--- config.mk ---
export PLATFORM = sky130hd
export DESIGN_NAME = host_serial_select_and_status
export DESIGN_NICKNAME = d
export VERILOG_FILES = /design/src/common/host_pins_pkg.sv /design/src/design/host_serial_select_and_status.sv
export SDC_FILE = /design/constraint.sdc
export NUM_CORES = 1
export LEC_CHECK = 0
export ABC_AREA = 1
export CAP_MARGIN = 20
export CORE_MARGIN = 2
export CORE_UTILIZATION = 56
export CTS_CLUSTER_SIZE = 16
export DETAILED_ROUTE_END_ITERATION = 16
export DONT_BUFFER_PORTS = 1
export GPL_TIMING_DRIVEN = 0
export MAX_ROUTING_LAYER = met4
export PLACE_DENSITY_LB_ADDON = 0.25
export REMOVE_ABC_BUFFERS = 1
export SLEW_MARGIN = 20
export SYNTH_ARGS = -nofsm -noshare
export SYNTH_HDL_FRONTEND = slang
export SYNTH_SLANG_ARGS = --single-unit
--- constraint.sdc ---
create_clock -name sys_clk -period 1.55 [get_ports sys_clk]
set_input_delay 0.0775 -clock sys_clk [delete_from_list [all_inputs] [get_ports sys_clk]]
set_output_delay 0.0775 -clock sys_clk [all_outputs]
set_load 0.02 [all_outputs]
--- src/common/host_pins_pkg.sv ---
/*
  Shared types and constants for the host serial pin mux and status block.
  Assumes a single 200 MHz core clock domain; serial pins arrive asynchronously.
*/
package host_pins_pkg;

    localparam int SYNC_STAGES = 2;
    localparam logic IFSEL_SPI = 1'b0;
    localparam logic IFSEL_I2C = 1'b1;

    // DPLL operating mode as reported by the loop core
    typedef enum logic [1:0] {
        DPLL_NORMAL   = 2'b00,
        DPLL_FREERUN  = 2'b01,
        DPLL_HOLDOVER = 2'b10
    } dpll_mode_e;

    // Loop status bundle from the DPLL core
    typedef struct packed {
        logic       freq_locked;
        logic       phase_locked;
        dpll_mode_e mode;
    } dpll_status_s;

    // Synchronised view of the SPI pins towards the protocol engine
    typedef struct packed {
        logic sck;
        logic si;
        logic cs_n;
    } spi_pins_s;

    // Synchronised view of the I2C pins towards the protocol engine
    typedef struct packed {
        logic scl;
        logic sda;
        logic addr_bit0;
    } i2c_pins_s;

    // Bit positions of the pins inside the synchroniser bank
    localparam int PIN_COUNT = 4;
    localparam int PIN_SEL   = 3;
    localparam int PIN_CLK   = 2;
    localparam int PIN_DATA  = 1;
    localparam int PIN_CSA   = 0;

    // Synchroniser reset level: strap pull-up and idle-high serial lines
    localparam logic PIN_IDLE = 1'b1;

    // Edges after reset release before the strap level is taken
    localparam int STRAP_WAIT = SYNC_STAGES;

    // Views shown for the interface that is not selected
    localparam spi_pins_s SPI_IDLE = 3'h3;
    localparam i2c_pins_s I2C_IDLE = 3'h6;

endpackage : host_pins_pkg

--- src/design/host_serial_select_and_status.sv ---
/*
  Pin mux for the shared host serial pins, lock and holdover indicators,
  and the open-drain interrupt line.
  Assumes the serial protocol engines and the status/interrupt registers sit
  outside on sys_clk; pins are asynchronous and pass two flip-flops first.
*/
`timescale 1ns/1ps
module host_serial_select_and_status
    import host_pins_pkg::*;
(
    input  wire logic          sys_clk,
    input  wire logic          rst_n,
    input  wire logic          i2c_select_pin,
    input  wire logic          clk_pin_in,
    output logic               clk_pin_out,
    output logic               clk_pin_oe,
    input  wire logic          data_pin_in,
    output logic               data_pin_out,
    output logic               data_pin_oe,
    output logic               serial_out_pin,
    input  wire logic          select_or_addr_bit0_pin,
    output logic               irq_n_out,
    output logic               irq_n_oe,
    output logic               lock_pin,
    output logic               hold_pin,
    input  wire dpll_status_s  dpll_status,
    input  wire logic          spi_read_data,
    input  wire logic          spi_read_drive,
    input  wire logic          i2c_scl_pull_low,
    input  wire logic          i2c_sda_pull_low,
    input  wire logic [7:0]    irq_pending,
    input  wire logic [7:0]    irq_enable,
    output logic               i2c_mode,
    output spi_pins_s          spi_pins,
    output i2c_pins_s          i2c_pins
);

    // Pin positions are fixed so one loop can synchronise every pin
    wire [PIN_COUNT-1:0] raw_pins;
    wire [PIN_COUNT-1:0] sync_q;

    assign raw_pins[PIN_SEL]  = i2c_select_pin;
    assign raw_pins[PIN_CLK]  = clk_pin_in;
    assign raw_pins[PIN_DATA] = data_pin_in;
    assign raw_pins[PIN_CSA]  = select_or_addr_bit0_pin;

    // Two flops per pin; stage one is read only by stage two
    for (genvar p = 0; p < PIN_COUNT; p++)
    begin : g_sync
        logic meta;
        logic held;

        // Idle-high reset, so no false edge follows release
        always_ff @(posedge sys_clk or negedge rst_n)
        begin
            if (!rst_n)
            begin
                meta <= PIN_IDLE;
                held <= PIN_IDLE;
            end
            else
            begin
                meta <= raw_pins[p];
                held <= meta;
            end
        end

        assign sync_q[p] = held;
    end

    // Synchronised pin levels by job
    wire sel_s  = sync_q[PIN_SEL];
    wire clk_s  = sync_q[PIN_CLK];
    wire data_s = sync_q[PIN_DATA];
    wire csa_s  = sync_q[PIN_CSA];

    // Strap taken once the synchronisers carry the real pin level, not their reset value;
    // later changes are ignored, a live switch would glitch a transfer in flight
    logic [2:0] strap_wait;
    logic       strap_taken;
    logic       mode_i2c;
    wire        strap_due = (strap_wait == 3'(STRAP_WAIT));

    // Edges since release, held once the strap is due
    always_ff @(posedge sys_clk or negedge rst_n)
    begin
        if (!rst_n)
        begin
            strap_wait <= 3'h0;
        end
        else if (!strap_due)
        begin
            strap_wait <= strap_wait + 3'h1;
        end
    end

    // Interface select; I2C until taken, as an open strap would give
    always_ff @(posedge sys_clk or negedge rst_n)
    begin
        if (!rst_n)
        begin
            strap_taken <= 1'b0;
            mode_i2c    <= IFSEL_I2C;
        end
        else if (strap_due && !strap_taken)
        begin
            strap_taken <= 1'b1;
            mode_i2c    <= (sel_s == IFSEL_I2C);
        end
    end

    // Live view while its interface is selected, fixed idle pattern otherwise
    function automatic logic [2:0] view_or_idle
    (
        input logic       selected,
        input logic [2:0] live,
        input logic [2:0] idle
    );
        return selected ? live : idle;
    endfunction : view_or_idle

    // Next values of the registered outputs
    wire            any_irq     = |(irq_pending & irq_enable);
    wire            next_lock   = dpll_status.freq_locked & dpll_status.phase_locked;
    wire            next_hold   = (dpll_status.mode == DPLL_HOLDOVER);
    wire            next_scl_oe = mode_i2c & i2c_scl_pull_low;
    wire            next_sda_oe = mode_i2c & i2c_sda_pull_low;
    wire            next_so     = ~mode_i2c & spi_read_drive & spi_read_data;
    wire [2:0]      live_view   = {clk_s, data_s, csa_s};
    wire spi_pins_s next_spi    = spi_pins_s'(view_or_idle(~mode_i2c, live_view, SPI_IDLE));
    wire i2c_pins_s next_i2c    = i2c_pins_s'(view_or_idle(mode_i2c, live_view, I2C_IDLE));

    // Loop indicators, one cycle behind the loop status
    always_ff @(posedge sys_clk or negedge rst_n)
    begin
        if (!rst_n)
        begin
            lock_pin <= 1'b0;
            hold_pin <= 1'b0;
        end
        else
        begin
            lock_pin <= next_lock;
            hold_pin <= next_hold;
        end
    end

    // Shared pin pull-downs; SPI mode never drives these pins
    always_ff @(posedge sys_clk or negedge rst_n)
    begin
        if (!rst_n)
        begin
            clk_pin_oe  <= 1'b0;
            data_pin_oe <= 1'b0;
        end
        else
        begin
            clk_pin_oe  <= next_scl_oe;
            data_pin_oe <= next_sda_oe;
        end
    end

    // Serial read data, forced low in I2C where the pin has no job
    always_ff @(posedge sys_clk or negedge rst_n)
    begin
        if (!rst_n)
        begin
            serial_out_pin <= 1'b0;
        end
        else
        begin
            serial_out_pin <= next_so;
        end
    end

    // Interrupt pull-down stays on while any enabled source is pending
    always_ff @(posedge sys_clk or negedge rst_n)
    begin
        if (!rst_n)
        begin
            irq_n_oe <= 1'b0;
        end
        else
        begin
            irq_n_oe <= any_irq;
        end
    end

    // Selected interface for the protocol engines
    always_ff @(posedge sys_clk or negedge rst_n)
    begin
        if (!rst_n)
        begin
            i2c_mode <= IFSEL_I2C;
        end
        else
        begin
            i2c_mode <= mode_i2c;
        end
    end

    // Pin views; the unselected engine sees its idle bus
    always_ff @(posedge sys_clk or negedge rst_n)
    begin
        if (!rst_n)
        begin
            spi_pins <= SPI_IDLE;
            i2c_pins <= I2C_IDLE;
        end
        else
        begin
            spi_pins <= next_spi;
            i2c_pins <= next_i2c;
        end
    end

    // Constant-low drive values; the enables alone decide the wire level
    always_ff @(posedge sys_clk or negedge rst_n)
    begin
        if (!rst_n)
        begin
            clk_pin_out  <= 1'b0;
            data_pin_out <= 1'b0;
            irq_n_out    <= 1'b0;
        end
        else
        begin
            clk_pin_out  <= 1'b0;
            data_pin_out <= 1'b0;
            irq_n_out    <= 1'b0;
        end
    end

endmodule : host_serial_select_and_status

* Word level (Yosys, flattened, before mapping)
Index checks and enable logic that the tools add are counted.
Widths: inputs -> output; s select.
** Word-level totals
- Flip-flop bits (word level) :: 26
- Input port bits :: 30
- Output and inout bits :: 16
- Logic and storage cells :: 39
** Cells by class
- $add $sub $neg :: 1
- Equal/unequal tests :: 2
- Multiplexer cells :: 2
- Bitwise gates (word level) :: 7
- Reductions and logical operators :: 3
** Operators with widths (number)
- $and 8x8->8 :: 1
- $reduce_or 8->1 :: 1
- $mux 3 :: 2
- $and 1x1->1 :: 5
- $add 3x1->3 const B :: 1
- $eq 3x2->1 const B :: 1
- $eq 2x2->1 const B :: 1
- $logic_and 1x1->1 :: 1
- $logic_not 1->1 :: 1
- $not 1->1 :: 1

* Logic depth before layout (Yosys ltp)
Gate-level depths: netlist of the first run.
- Depth after elaboration :: 3
- Gate-level depth with buffers :: 6

* Least setup slack after synthesis of the first run
OpenSTA, ideal clock, no wires.
- Path kind :: flip-flop to flip-flop
- Start point :: reg strap_wait[0]
- End point :: reg strap_wait[1]
- Library setup time :: 126 ps
- Data arrival time :: 866 ps
- Slack :: 558 ps
- Stages on the path, launching flop included :: 6
- Period minus slack after synthesis :: 992 ps
- Path through :: dfrtp_1 > inv_1 > ha_1 > inv_2 > nor2_2 > o21ai_0
** On the way
- Word-level cells in the longest chain between the ends :: 1
** RTL lines
- from (decl) :: line host_serial_select_and_status.sv:79 : logic [2:0] strap_wait;
- from (signal assigned) :: line host_serial_select_and_status.sv:93 : strap_wait <= strap_wait + 3'h1;
- $add 3x1->3 or $eq 3x2->1 (tied branches) :: line host_serial_select_and_status.sv:93, host_serial_select_and_status.sv:82
Several ways; a longest one is shown, not always the timed one.
A chain may end at the register's enable or synchronous reset.

* Worst setup path in the final report of the first run
- Start point :: in irq_enable[7]
- End point :: reg irq_n_oe
** On the way
- Word-level cells in the longest chain between the ends :: 2
** RTL lines
- from (decl) :: line host_serial_select_and_status.sv:32 : input wire logic [7:0] irq_enable,
- $and 8x8->8 :: line host_serial_select_and_status.sv:123 : wire any_irq = |(irq_pending & irq_enable);
- $reduce_or 8->1 :: line host_serial_select_and_status.sv:123
- named net any_irq :: line host_serial_select_and_status.sv:123
- to (signal assigned) :: line host_serial_select_and_status.sv:185 : irq_n_oe <= any_irq;
- to (decl) :: line host_serial_select_and_status.sv:23 : output logic irq_n_oe,
The timed path passes the listed nets, and every way through them passes these cells.

==> results.txt, run 1 <==
- The flow ran to the end, and the final reports show no timing, DRC or antenna violations.
* Clock net sink count: 26
- Filler cell count: 67
- Across every metal layer, demand over resource in global routing totals 0.279.
- IR analysis of the VDD net gives a maximum drop of 636 uV.
- Post-detailed-route DRC marker count: 0
- Counting cells, the worst reg-to-reg path comes to 6.
- Via-per-instance ratio: 5.01
* Mean area per synthesized cell: 11.3 um^2
- First-pass GRT wire length: 3.57 mm
- No sink is reached through more buffers than the 2 on the longest clock path.
- Routed len/inst: 15.6 um
* Global routing met3 resource utilization: 0.0840
- Post-CTS repair changed the size of 0 cells.
- Data arrives at the worst endpoint at 1.53 ns.
- For this design the static power due to leakage is 0.623 nW.
- Vertical extent of the die: 44.9 um
- Of all nets on the critical path, the largest fanout is 1.
- The max-slew violation count came to 0.
* Starting density of the core: 0.607
- In the global route stage, met1 resource usage came out at 0.346.
- Setup repair after global routing left no endpoint under its margin.
- Required time at the worst-slack endpoint: 1.78 ns
- FF+latch area: 668 um^2
- The initial antenna violation count was 0.
- Via count of the first global-routing pass: 767
* Share of the core filled with cells in the final layout: 0.833
- Routed via count: 656
* Synth unique cells: 17
* Area of the mapped netlist: 936 um^2
- Number of hold violations in the final report: 0
* Diode insertion count for antenna repair: 0
* Number of levels the H-tree was split into: 1
* Fraction of final layout cells sized beyond drive strength 1: 0.191
- Launching element type of the critical path: input pin
- The first TritonRoute pass finished after 4 iterations.
- Layout area overhead: 37.2%
- Core box area: 0.00154 mm^2
- In the finished design, the share of the clock period the worst path needs comes to 0.839.
* Post-CTS setup repair buffer count: 0
- Input and output buffers added on the ports amount to 0.
* Max Cap Viol: 0
- Root cell of the clock tree: clkbuf_4
* Pin count of the biggest net entering global routing: 27
- After clock tree synthesis, the clock-pin slew on the worst setup and hold paths is 0.14 ns.
- The number of clock buffers added by TritonCTS is 3.
- Synthesis produced 83 cells.
- Violation count after the first detailed-route iteration: 14
* FF+latch count, synth: 26
- For this run, the post-layout net count is 148.
* Worst max-slew margin expressed relative to the limit: 0.652
- The die covers 0.00201 mm^2.
- For this run, the top clock speed supported by timing is 769 MHz.
- Total length of routed wires: 2.04 mm
- Setup CP Type: in -> reg
* Count of nets left with antenna violations after detail routing: 0
* Overflow left after global routing: 0
- For this design the ratio of total power to cell area is 1040 mW/mm^2.
* Total half-perimeter wirelength after legalization and detailed placement: 942 um
- Between clock sinks in the finished design, the worst skew comes to 0.0101 ns.
- Endpoints failing setup: 0
- Worst-Skew Late Latency: 0.33 ns
- Top-level I/O count: 46
- Worst hold path type: in -> async
* Routability congestion estimate: 0.631
- Adding up every negative setup slack in the final design gives 0 ns.
- Min Clock Period, post-route: 1.30 ns
- The worst setup path is captured at a flop.
* Rows: 14
- Clock tree from TritonCTS: yes
- Post-synthesis sequential area ratio: 0.714
- Slew @ Worst Pin: 0.523 ns
- In the final layout, the multi-input gates occupy 206 um^2.
- For this run, global-route usage on met2 was measured as 0.406.
* Horizontal die dimension: 44.9 um
* Most utilized layer in the global route result: met2
* Number of warnings printed during yosys synthesis: 0
==> worst paths after layout <==
kind	start	endpoint	slack, ns
setup / recovery	irq_enable[7]	irq_n_oe	0.25
hold / removal	rst_n	strap_taken	0.23
setup reg to reg	strap_wait[0]	strap_wait[1]	0.40
hold reg to reg	g_sync[3].meta	g_sync[3].held	0.36
max in group asynchronous	rst_n	g_sync[1].meta	0.94
min in group sys_clk	select_or_addr_bit0_pin	g_sync[0].meta	0.29
==> layout by cell type (no fill, tap or decap) <==
cell	instances
xor2_1	1
xnor2_1	1
buf_2	1
bufinv_16	1
inv_2	1
clkbuf_4	3
nor2_2	1
nand2_1	24
dfstp_2	14
nand3_1	2
dlygate4sd3_1	29
nor2_1	6
o21ai_0	1
conb_1	3
or2_1	2
dfrtp_1	12
inv_1	10
ha_1	2
nand2_2	1
==> cells by family (layout without fill, tap and decap cells) <==
logic type | after synthesis | count (layout) | share of synthesized area
AO/OA/AOI/OAI | 1 | 1 | 0.00534
XOR/XNOR | 2 | 2 | 0.0187
adder cells (fa/ha/maj) | 2 | 2 | 0.0267
buffers and inverters | 15 | 45 | 0.0735
flip-flops | 26 | 26 | 0.714
other | 1 | 3 | 0.00401
AND/OR/NAND/NOR | 36 | 36 | 0.158
==> synth_stat cells <==
| master | n | area share |
|---|---|---|
| buf_2 | 1 | 0.0053 |
| buf_4 | 3 | 0.024 |
| conb_1 | 1 | 0.0040 |
| dfrtp_1 | 12 | 0.32 |
| dfstp_2 | 14 | 0.39 |
| ha_1 | 2 | 0.027 |
| inv_1 | 10 | 0.040 |
| inv_2 | 1 | 0.0040 |
| nand2_1 | 24 | 0.096 |
| nand2_2 | 1 | 0.0067 |
| nand3_1 | 2 | 0.011 |
| nor2_1 | 6 | 0.024 |
| nor2_2 | 1 | 0.0067 |
| o21ai_0 | 1 | 0.0053 |
| or2_1 | 2 | 0.013 |
| xnor2_1 | 1 | 0.0094 |
| xor2_1 | 1 | 0.0094 |
==> report_power, final <==
group	leakage (nW)	internal [W]	switching (W)
Combinational	0.303	0.0000600	0.0000463
Clock	0.0279	0.000262	0.000202
Sequential	0.293	0.000723	0.0000375
Total	0.623	0.00104	0.000286
==> per-stage QoR <==
stage | power (W) | setup WS [ns] | std cells | area, um^2 | hold WS (ns)
after global placement | 0.000799 | 0.486 | 97 | 936 | -0.217
after CTS | 0.00131 | 0.351 | 130 | 1280 | 0.294
after global routing | 0.00139 | 0.179 | 131 | 1280 | 0.256
final | 0.00133 | 0.249 | 131 | 1280 | 0.235
after detailed placement | 0.000802 | 0.441 | 97 | 936 | -0.218
after floorplan | 0.000793 | 0.558 | 81 | 916 | -0.218
==> sequential cells by signal, indices dropped and copies added (netlist names), 3 cells and up <==
signal,cells
g_sync.meta,4
i2c_pins,3
spi_pins,3
strap_wait,3
==> critical path, stage by stage <==
cell and delay (ns):
dlygate4sd3_1 0.54, nand2_1 0.07, dlygate4sd3_1 0.57, nand2_1 0.05, nor2_1 0.13, nand2_1 0.08
==> layer usage <==
layer,vias up,share of wire
met2,45,0.46
met4,0,0.039
met5,-,0
met1,306,0.41
li1,298,-
met3,7,0.097
==> final cells by class <==
| type | count | area share |
|---|---|---|
| tap | 16 | 0.0156 |
| inverter | 11 | 0.0322 |
| timing repair buffer | 30 | 0.230 |
| clock inverter | 1 | 0.0234 |
| multi-input combinational | 44 | 0.161 |
| clock buffer | 3 | 0.0175 |
| sequential | 26 | 0.520 |
==> timing repair <==
item / in CTS / in global routing
setup endpoints to repair: 0 / 0
hold buffers: 29 / 1
endpoints found under the hold margin: 36 / 12
Power figures use the tool's default switching activity.
==> run 2, diff against run 1 <==
- ABC_AREA: 1 -> 0
- clock period: 1.55 -> 1.25 ns (I/O delays scaled with it)
==> run 2 against run 1 <==
Net effect: die area decreased by 3.7%; global-route usage decreased by 6.1 points; core utilization increased by 3.8 points; non-clock buffer count increased by 3; sequential power increased by 24%; cell area increased by 2.1%; area after synthesis decreased by 4.0%; worst setup slack got worse by 0.21 ns; largest power group unchanged.
==> results.txt, run 2 <==
- Status: finished clean (unchanged)
- Top-level I/O count: 46 (unchanged)
* Starting density of the core: 0.596 (was 0.607)
- The number of failing hold endpoints at the final stage came to 0 (unchanged).
* Violation count after the first detailed-route iteration: 5 (was 14)
- Largest fanout on the critical path: 2 (was 1)
- Total half-perimeter wirelength after legalization and detailed placement: 800 um (was 942 um)
* Post-route setup slack: 0.0401 ns (was 0.249 ns)
- The detailed-route DRC error count is 0 (unchanged).
- Required time at the worst-slack endpoint: 1.52 ns (was 1.78 ns)
* Die area: 0.00194 mm^2 (was 0.00201 mm^2)
- Routability congestion estimate: 0.620 (was 0.631)
- The sequential share of the synthesized area is 0.744 (was 0.714).
- Via count of the first global-routing pass: 605 (was 767)
- The number of buffers on the longest clock path is 2 (unchanged).
- Power per cell area: 1250 mW/mm^2 (was 1040 mW/mm^2)
- Top library cells by usage in the layout, fill and taps aside: dlygate4sd3_1 (29), dfstp_2 (14), dfrtp_1 (12), nand2b_1 (5), and2_1 (4) (was dlygate4sd3_1 (29), nand2_1 (24), dfstp_2 (14), dfrtp_1 (12), inv_1 (10))
* Min Clock Period, post-route: 1.21 ns
* Worst-Skew Late Latency: 0.32 ns (was 0.33 ns)
- Worst max-slew margin expressed relative to the limit: 0.643 (was 0.652)
* Layout area overhead: 46.0% (was 37.2%)
- Core box area: 0.00151 mm^2 (was 0.00154 mm^2)
* Number of warnings printed during yosys synthesis: 0 (unchanged)
- Clock-pin slew of the registers on the worst-case setup and hold paths: 0.14 ns (about the same)
- The initial antenna violation count is 0 (unchanged).
- Synth unique cells: 19 (was 17)
- The cell row count is 14 (unchanged).
- The cell area after synthesis was 898 um^2 (was 936 um^2).
* Total length of routed wires: 2.09 mm (was 2.04 mm)
* Net total in the final layout: 128 (was 148)
- Total clock buffers created by CTS: 3 (unchanged)
* Setup CP Type: reg -> reg (was in -> reg)
- Max Transition Viols Final: 0 (unchanged)
- Port Buffer Count: 0 (unchanged)
- The slew of the pin with the lowest slew margin was 0.535 ns (was 0.523 ns).
- The final count of negative-setup-slack endpoints was 0 (unchanged).
- The kind of start point of the critical path is a flop (was input pin).
- Number of levels the H-tree was split into: 1 (unchanged)
- The number of sinks on the clock net is 26 (unchanged).
- The flip-flop count of the largest register after layout came to 4 (unchanged).
* Share of synthesized registers carrying an async set or reset: 1.00 (unchanged)
- The commonest non-fill, non-tap cell in the layout is dlygate4sd3_1 (unchanged).
* Mean area per synthesized cell: 15.2 um^2 (was 11.3 um^2)
- Synth top area share: 0.409 (was 0.393)
- The vias per cell came to 5.30 (was 5.01).
* Fraction of final layout cells sized beyond drive strength 1: 0.316 (was 0.191)
- Skew final: 0.00256 ns (was 0.0101 ns)
- The peak ir drop on the vdd network came to 1040 uV (was 636 uV).
- The count of TritonRoute iterations in the first routing pass is 4 (unchanged).
- Cell type contributing the most total cell area after synthesis: dfstp_2 (unchanged)
- The number of maximum-capacitance constraint violations was 0 (unchanged).
* Count of nets left with antenna violations after detail routing: 0 (unchanged)
- The total via count after detailed routing came to 588 (was 656).
- The clock tree from TritonCTS is yes (unchanged).
- Synth Flop Type: dfstp_2 (unchanged)
- FF+latch count, synth: 26 (unchanged)
- Period utilization: 0.968
- Root cell of the clock tree: clkbuf_4 (unchanged)
- The number of flops mapped to enable cells by yosys came to 0 (unchanged).
- Routed len/inst: 18.8 um (was 15.6 um)
- Overflow left after global routing: 0 (unchanged)
- The global-route wire length before repair was 2.87 mm (was 3.57 mm).
- Most frequent cells after synthesis: dfstp_2 (14), dfrtp_1 (12), nand2b_1 (5) (was nand2_1 (24), dfstp_2 (14), dfrtp_1 (12))
- Maximum achievable frequency: 827 MHz
- Overall routing resource usage: 0.218 (was 0.279)
- The leakage power came to 0.553 nW (was 0.623 nW).
- The number of antenna repair diodes came to 0 (unchanged).
- Dpl ws: -0.0539 ns (was 0.441 ns)
* Worst hold path type: in -> async (unchanged)
- Reg with most FFs: g_sync.meta (unchanged)
* Synthesized netlist cell count: 59 (was 83)
- Setup crit end kind: flop (unchanged)
- Main area contributors after synthesis: dfstp_2 (41%), dfrtp_1 (33%), nand2b_1 (3.5%), a22oi_1 (3.3%), and2_1 (2.8%) (was dfstp_2 (39%), dfrtp_1 (32%), nand2_1 (9.6%), inv_1 (4.0%), ha_1 (2.7%))
* Vertical extent of the die: 44.1 um (was 44.9 um)
- The die span in x is 44.1 um (was 44.9 um).
- Pin count of the biggest net entering global routing: 27 (unchanged)
* Share of the core filled with cells in the final layout: 0.870 (was 0.833)
- Dominant cell by count in the synthesized netlist: dfstp_2 (was nand2_1)
* Arr. time, crit path: 1.48 ns (was 1.53 ns)
run 2: cell count changes after synthesis, moves of 2 or more:
cell,delta
inv_1,-9
and2_1,+4
nand3_1,-2
nand2_1,-23
nand2b_1,+5
nor2b_1,+2
nor2_1,-5
or2_1,-2
nor3b_1,+2
or2_2,+2
a22oi_1,+4
run 2: metal layers:
metal  GRT usage  share of wire  vias to the layer above
met5           -              0                        -
met4      0.0727          0.010                        0
met3      0.0653          0.075                        2
met2       0.356           0.52                       33
met1       0.261           0.39                      295
li1            -              -                      258
run 2: final timing paths:
| kind | from | endpoint | slack, ns | cells after the start |
|---|---|---|---|---|
| setup / recovery | strap_wait[0] | mode_i2c | 0.04 | 4 |
| hold / removal | rst_n | data_pin_oe | 0.23 | 2 |
| setup reg to reg | strap_wait[0] | mode_i2c | 0.04 | 4 |
| hold reg to reg | g_sync[0].meta | csa_s | 0.37 | 0 |
| max in group asynchronous | rst_n | g_sync[2].meta | 0.65 | 2 |
| min in group sys_clk | i2c_select_pin | g_sync[3].meta | 0.26 | 1 |
run 2: cells by family (layout without fill, tap and decap cells):
| logic type | after synthesis | in the layout | synth area share |
|---|---|---|---|
| compound gates | 5 | 5 | 0.0390 |
| xor+xnor | 1 | 1 | 0.00975 |
| fa+ha+maj | 2 | 2 | 0.0279 |
| buf+inv | 4 | 38 | 0.0292 |
| flops | 26 | 26 | 0.744 |
| mux | 2 | 2 | 0.0237 |
| other cells | 1 | 3 | 0.00417 |
| simple gates | 18 | 18 | 0.123 |
run 2: layout make-up:
class | count | area (um^2)
Clock buffer | 3 | 22.5
Clock inverter | 1 | 30.0
Fill cell | 57 | 195
Inverter | 1 | 3.75
Multi-Input combinational cell | 31 | 249
Sequential cell | 26 | 668
Tap cell | 16 | 20.0
Timing Repair Buffer | 33 | 318
run 2: worst max-delay path, cell delays in order (launching register included):
cell and delay [ns]:
dfrtp_1 0.42, inv_2 0.09, ha_4 0.13, nor3b_4 0.20, mux2_4 0.32
run 2: repair_timing:
action / 4_1_cts / 5_1_grt
hold buffers: 21 / 13
hold endpoints to repair: 36 / 13
setup endpoints to repair: 1 / 2
gates resized for setup: 2 / 6
setup buffers: 2 / 1
run 2: through the flow:
stage	setup TNS [ns]	instances	hold WS [ns]	total power, W	instance area (um^2)
final	0	111	0.230	0.00164	1310
after global routing	-0.0106	111	0.249	0.00169	1310
after CTS	0	101	0.261	0.00162	1190
after detailed placement	-0.0539	74	-0.232	0.000987	903
after global placement	-0.0333	74	-0.232	0.000984	903
after floorplan	0	58	-0.233	0.000979	883
run 2: power breakdown:
group,total (W),switching [W],internal [W]
clock,0.000570,0.000246,0.000324
sequential,0.000941,0.0000451,0.000896
combinational,0.000131,0.0000510,0.0000799
==> run 3, diff against run 2 <==
- RECOVER_POWER: unset -> 25
==> run 3 against run 2 <==
Net effect: critical path type unchanged; highest routed layer unchanged; first-iteration DRC count unchanged; clock power about the same; sequential share of layout area is the same; critical path depth stayed put; clock skew stayed put; fmax stayed put; sequential power hardly changed; critical endpoint unchanged.
==> results.txt, run 3 (synthesis results as in run 2) <==
- The slew of the pin with the lowest slew margin is 0.595 ns (was 0.535 ns).
- Overflow left after global routing: 0 (unchanged)
* Total length of routed wires: 2.09 mm (unchanged)
- Vertical extent of the die: 44.1 um (unchanged)
- The maximum number of pins on one net before global-route repair was 27 (unchanged).
* Launch instance of the worst register-to-register path: strap_wait[0] (unchanged)
- Critical path origin: strap_wait[0] (unchanged)
- Count of nets left with antenna violations after detail routing: 0 (unchanged)
* Routed metal-1 wirelength: 825 um (unchanged)
* Top-level I/O count: 46 (unchanged)
- The critical path data arrival time was 1.48 ns (about the same).
- Largest register FFs: 4 (unchanged)
* Layout area overhead: 46.0% (unchanged)
- The total core area is 0.00151 mm^2 (unchanged).
* Port Buffer Count: 0 (unchanged)
- The register-to-register setup slack is 0.04 ns (about the same).
- Crit-path max cell delay: 0.42 ns (about the same)
- Max Cap Viol: 0 (unchanged)
* Post-detailed-route DRC marker count: 0 (unchanged)
- Count of placed standard cells including taps: 74 (unchanged)
- The post-detailed-placement half-perimeter wirelength came to 800 um (unchanged).
- The standard cell with the maximum stage delay on the critical path is dfrtp_1 (unchanged).
- The worst-case clock skew was 0.00256 ns (unchanged).
* Wire length on met3: 157 um (unchanged)
- The max-slew violation count is 0 (unchanged).
- Routed via count: 588 (unchanged)
* Clock net sink count: 26 (unchanged)
- Period utilization: 0.968 (unchanged)
- WL met2: 1.09 mm (unchanged)
- Min Clock Period, post-route: 1.21 ns (unchanged)
- Status: finished clean (unchanged)
- Root cell of the clock tree: clkbuf_4 (unchanged)
- The number of violations reported at the end of detailed-routing iteration 0 came to 5 (unchanged).
- Worst hold path type: in -> async (unchanged)
- Buffer levels on the longest clock path: 2 (unchanged)
* Cell breakdown of the critical path: inv_2 > ha_4 > nor3b_4 > mux2_4 (unchanged)
- Clock-pin slew of the registers on the worst-case setup and hold paths: 0.14 ns (about the same)
- The clock tree from TritonCTS was yes (unchanged).
- The depth of the worst register-to-register path came to 4 (unchanged).
* Via-per-instance ratio: 5.30 (unchanged)
- Share of the core filled with cells in the final layout: 0.870 (unchanged)
- Reg with most FFs: g_sync.meta (unchanged)
- The clock insertion delay at the later pin of the skew report is 0.32 ns (about the same).
- The highest metal layer with signal wires was met4 (unchanged).
- The count of TritonRoute iterations in the first routing pass was 4 (unchanged).
- The critical path endpoint category is a flop (unchanged).
* Starting density of the core: 0.596 (unchanged)
- Horizontal die dimension: 44.1 um (unchanged)
- The areal power density over the cells came to 1250 mW/mm^2 (about the same).
* Via count of the first global-routing pass: 605 (unchanged)
- The post-place instance area came to 903 um^2 (unchanged).
- Commonest non-fill, non-tap cell in the layout: dlygate4sd3_1 (unchanged)
* Filler cell count: 57 (unchanged)
- The required time of the worst setup path came to 1.52 ns (about the same).
* Non-filler instance count after layout: 111 (unchanged)
* Endpoints failing setup: 0 (unchanged)
- Reg2reg end: mode_i2c (unchanged)
* Launching element type of the critical path: flop (unchanged)
* Top library cells by usage in the layout, fill and taps aside: dlygate4sd3_1 (29), dfstp_2 (14), dfrtp_1 (12), nand2b_1 (5), and2_1 (4) (unchanged)
* Power consumption: 0.00164 W (about the same)
* Routability congestion estimate: 0.620 (unchanged)
- Fraction of final layout cells sized beyond drive strength 1: 0.316 (unchanged)
- Worst VDD drop: 1040 uV (about the same)
* Routed len/inst: 18.8 um (unchanged)
- The number of antenna repair diodes is 0 (unchanged).
* Cell leakage power: 0.553 nW (about the same)
- The number of nets at the end of the flow is 128 (unchanged).
* Post-route cell area: 0.00131 mm^2 (unchanged)
- Initial antenna violation count: 0 (unchanged)
* First-pass GRT wire length: 2.87 mm (unchanged)
- Setup crit end: mode_i2c (unchanged)
* Overall routing resource usage: 0.218 (unchanged)
* Largest fanout on the critical path: 2 (unchanged)
- The achievable clock frequency was 827 MHz (unchanged).
- Total clock buffers created by CTS: 3 (unchanged)
- The area of the die is 0.00194 mm^2 (unchanged).
* Number of levels the H-tree was split into: 1 (unchanged)
- Number of hold violations in the final report: 0 (unchanged)
- The cell row count came to 14 (unchanged).
- The worst-case headroom to the max-slew limit is 0.603 (was 0.643).
* Setup CP Type: reg -> reg (unchanged)
==> run 3: power by group <==
| part | leakage, nW | total [W] | internal (W) | switching, W |
|---|---|---|---|---|
| registers | 0.293 | 0.000941 | 0.000896 | 0.0000451 |
| logic | 0.232 | 0.000131 | 0.0000798 | 0.0000510 |
| clock network | 0.0279 | 0.000570 | 0.000324 | 0.000246 |
| total | 0.553 | 0.00164 | 0.00130 | 0.000342 |
==> run 3: final cells by class <==
class / count / area, um^2 / area share
Sequential cell: 26 / 668 / 0.510
Timing Repair Buffer: 33 / 318 / 0.242
Multi-Input combinational cell: 31 / 249 / 0.190
Clock inverter: 1 / 30.0 / 0.0229
Clock buffer: 3 / 22.5 / 0.0172
Tap cell: 16 / 20.0 / 0.0153
Inverter: 1 / 3.75 / 0.00286
==> run 3: metal layers <==
layer  track usage  up-vias
li1              -      258
met1         0.261      295
met2         0.356       33
met3        0.0653        2
met4        0.0727        0
met5             -        -
==> run 3: worst min path at each step <==
stage,end,slack [ns],depth (start not counted),start
floorplan,clk_pin_oe,-0.23,0,rst_n
global placement,strap_wait[2],-0.23,0,rst_n
detailed placement,strap_wait[0],-0.23,0,rst_n
CTS,g_sync[3].meta,0.26,1,i2c_select_pin
global route,g_sync[0].meta,0.25,1,select_or_addr_bit0_pin
finish,data_pin_oe,0.25,2,rst_n
==> run 3: what timing repair did <==
action,CTS,global route
cloned,0,0
pin swaps,0,0
hold buffers,21,13
endpoints found under the setup margin,1,2
endpoints found under the hold margin,36,13
setup buffers,2,1
resized for setup,2,6
==> run 3: critical path, delay by kind of cell (launching register included) <==
family	cells	cell delay [ns]
DFF	1	0.42
muxes	1	0.32
adders and majority gates	1	0.13
and+or+nand+nor	1	0.20
buffers and inverters	1	0.09
==> run 3: stage by stage <==
stage               setup WS (ns)  TNS [ns]  hold WS (ns)
floorplan                  0.0246         0        -0.233
global placement          -0.0333   -0.0333        -0.232
detailed placement        -0.0539   -0.0539        -0.232
CTS                        0.0142         0         0.261
global route              -0.0106   -0.0106         0.249
finish                     0.0401         0         0.253
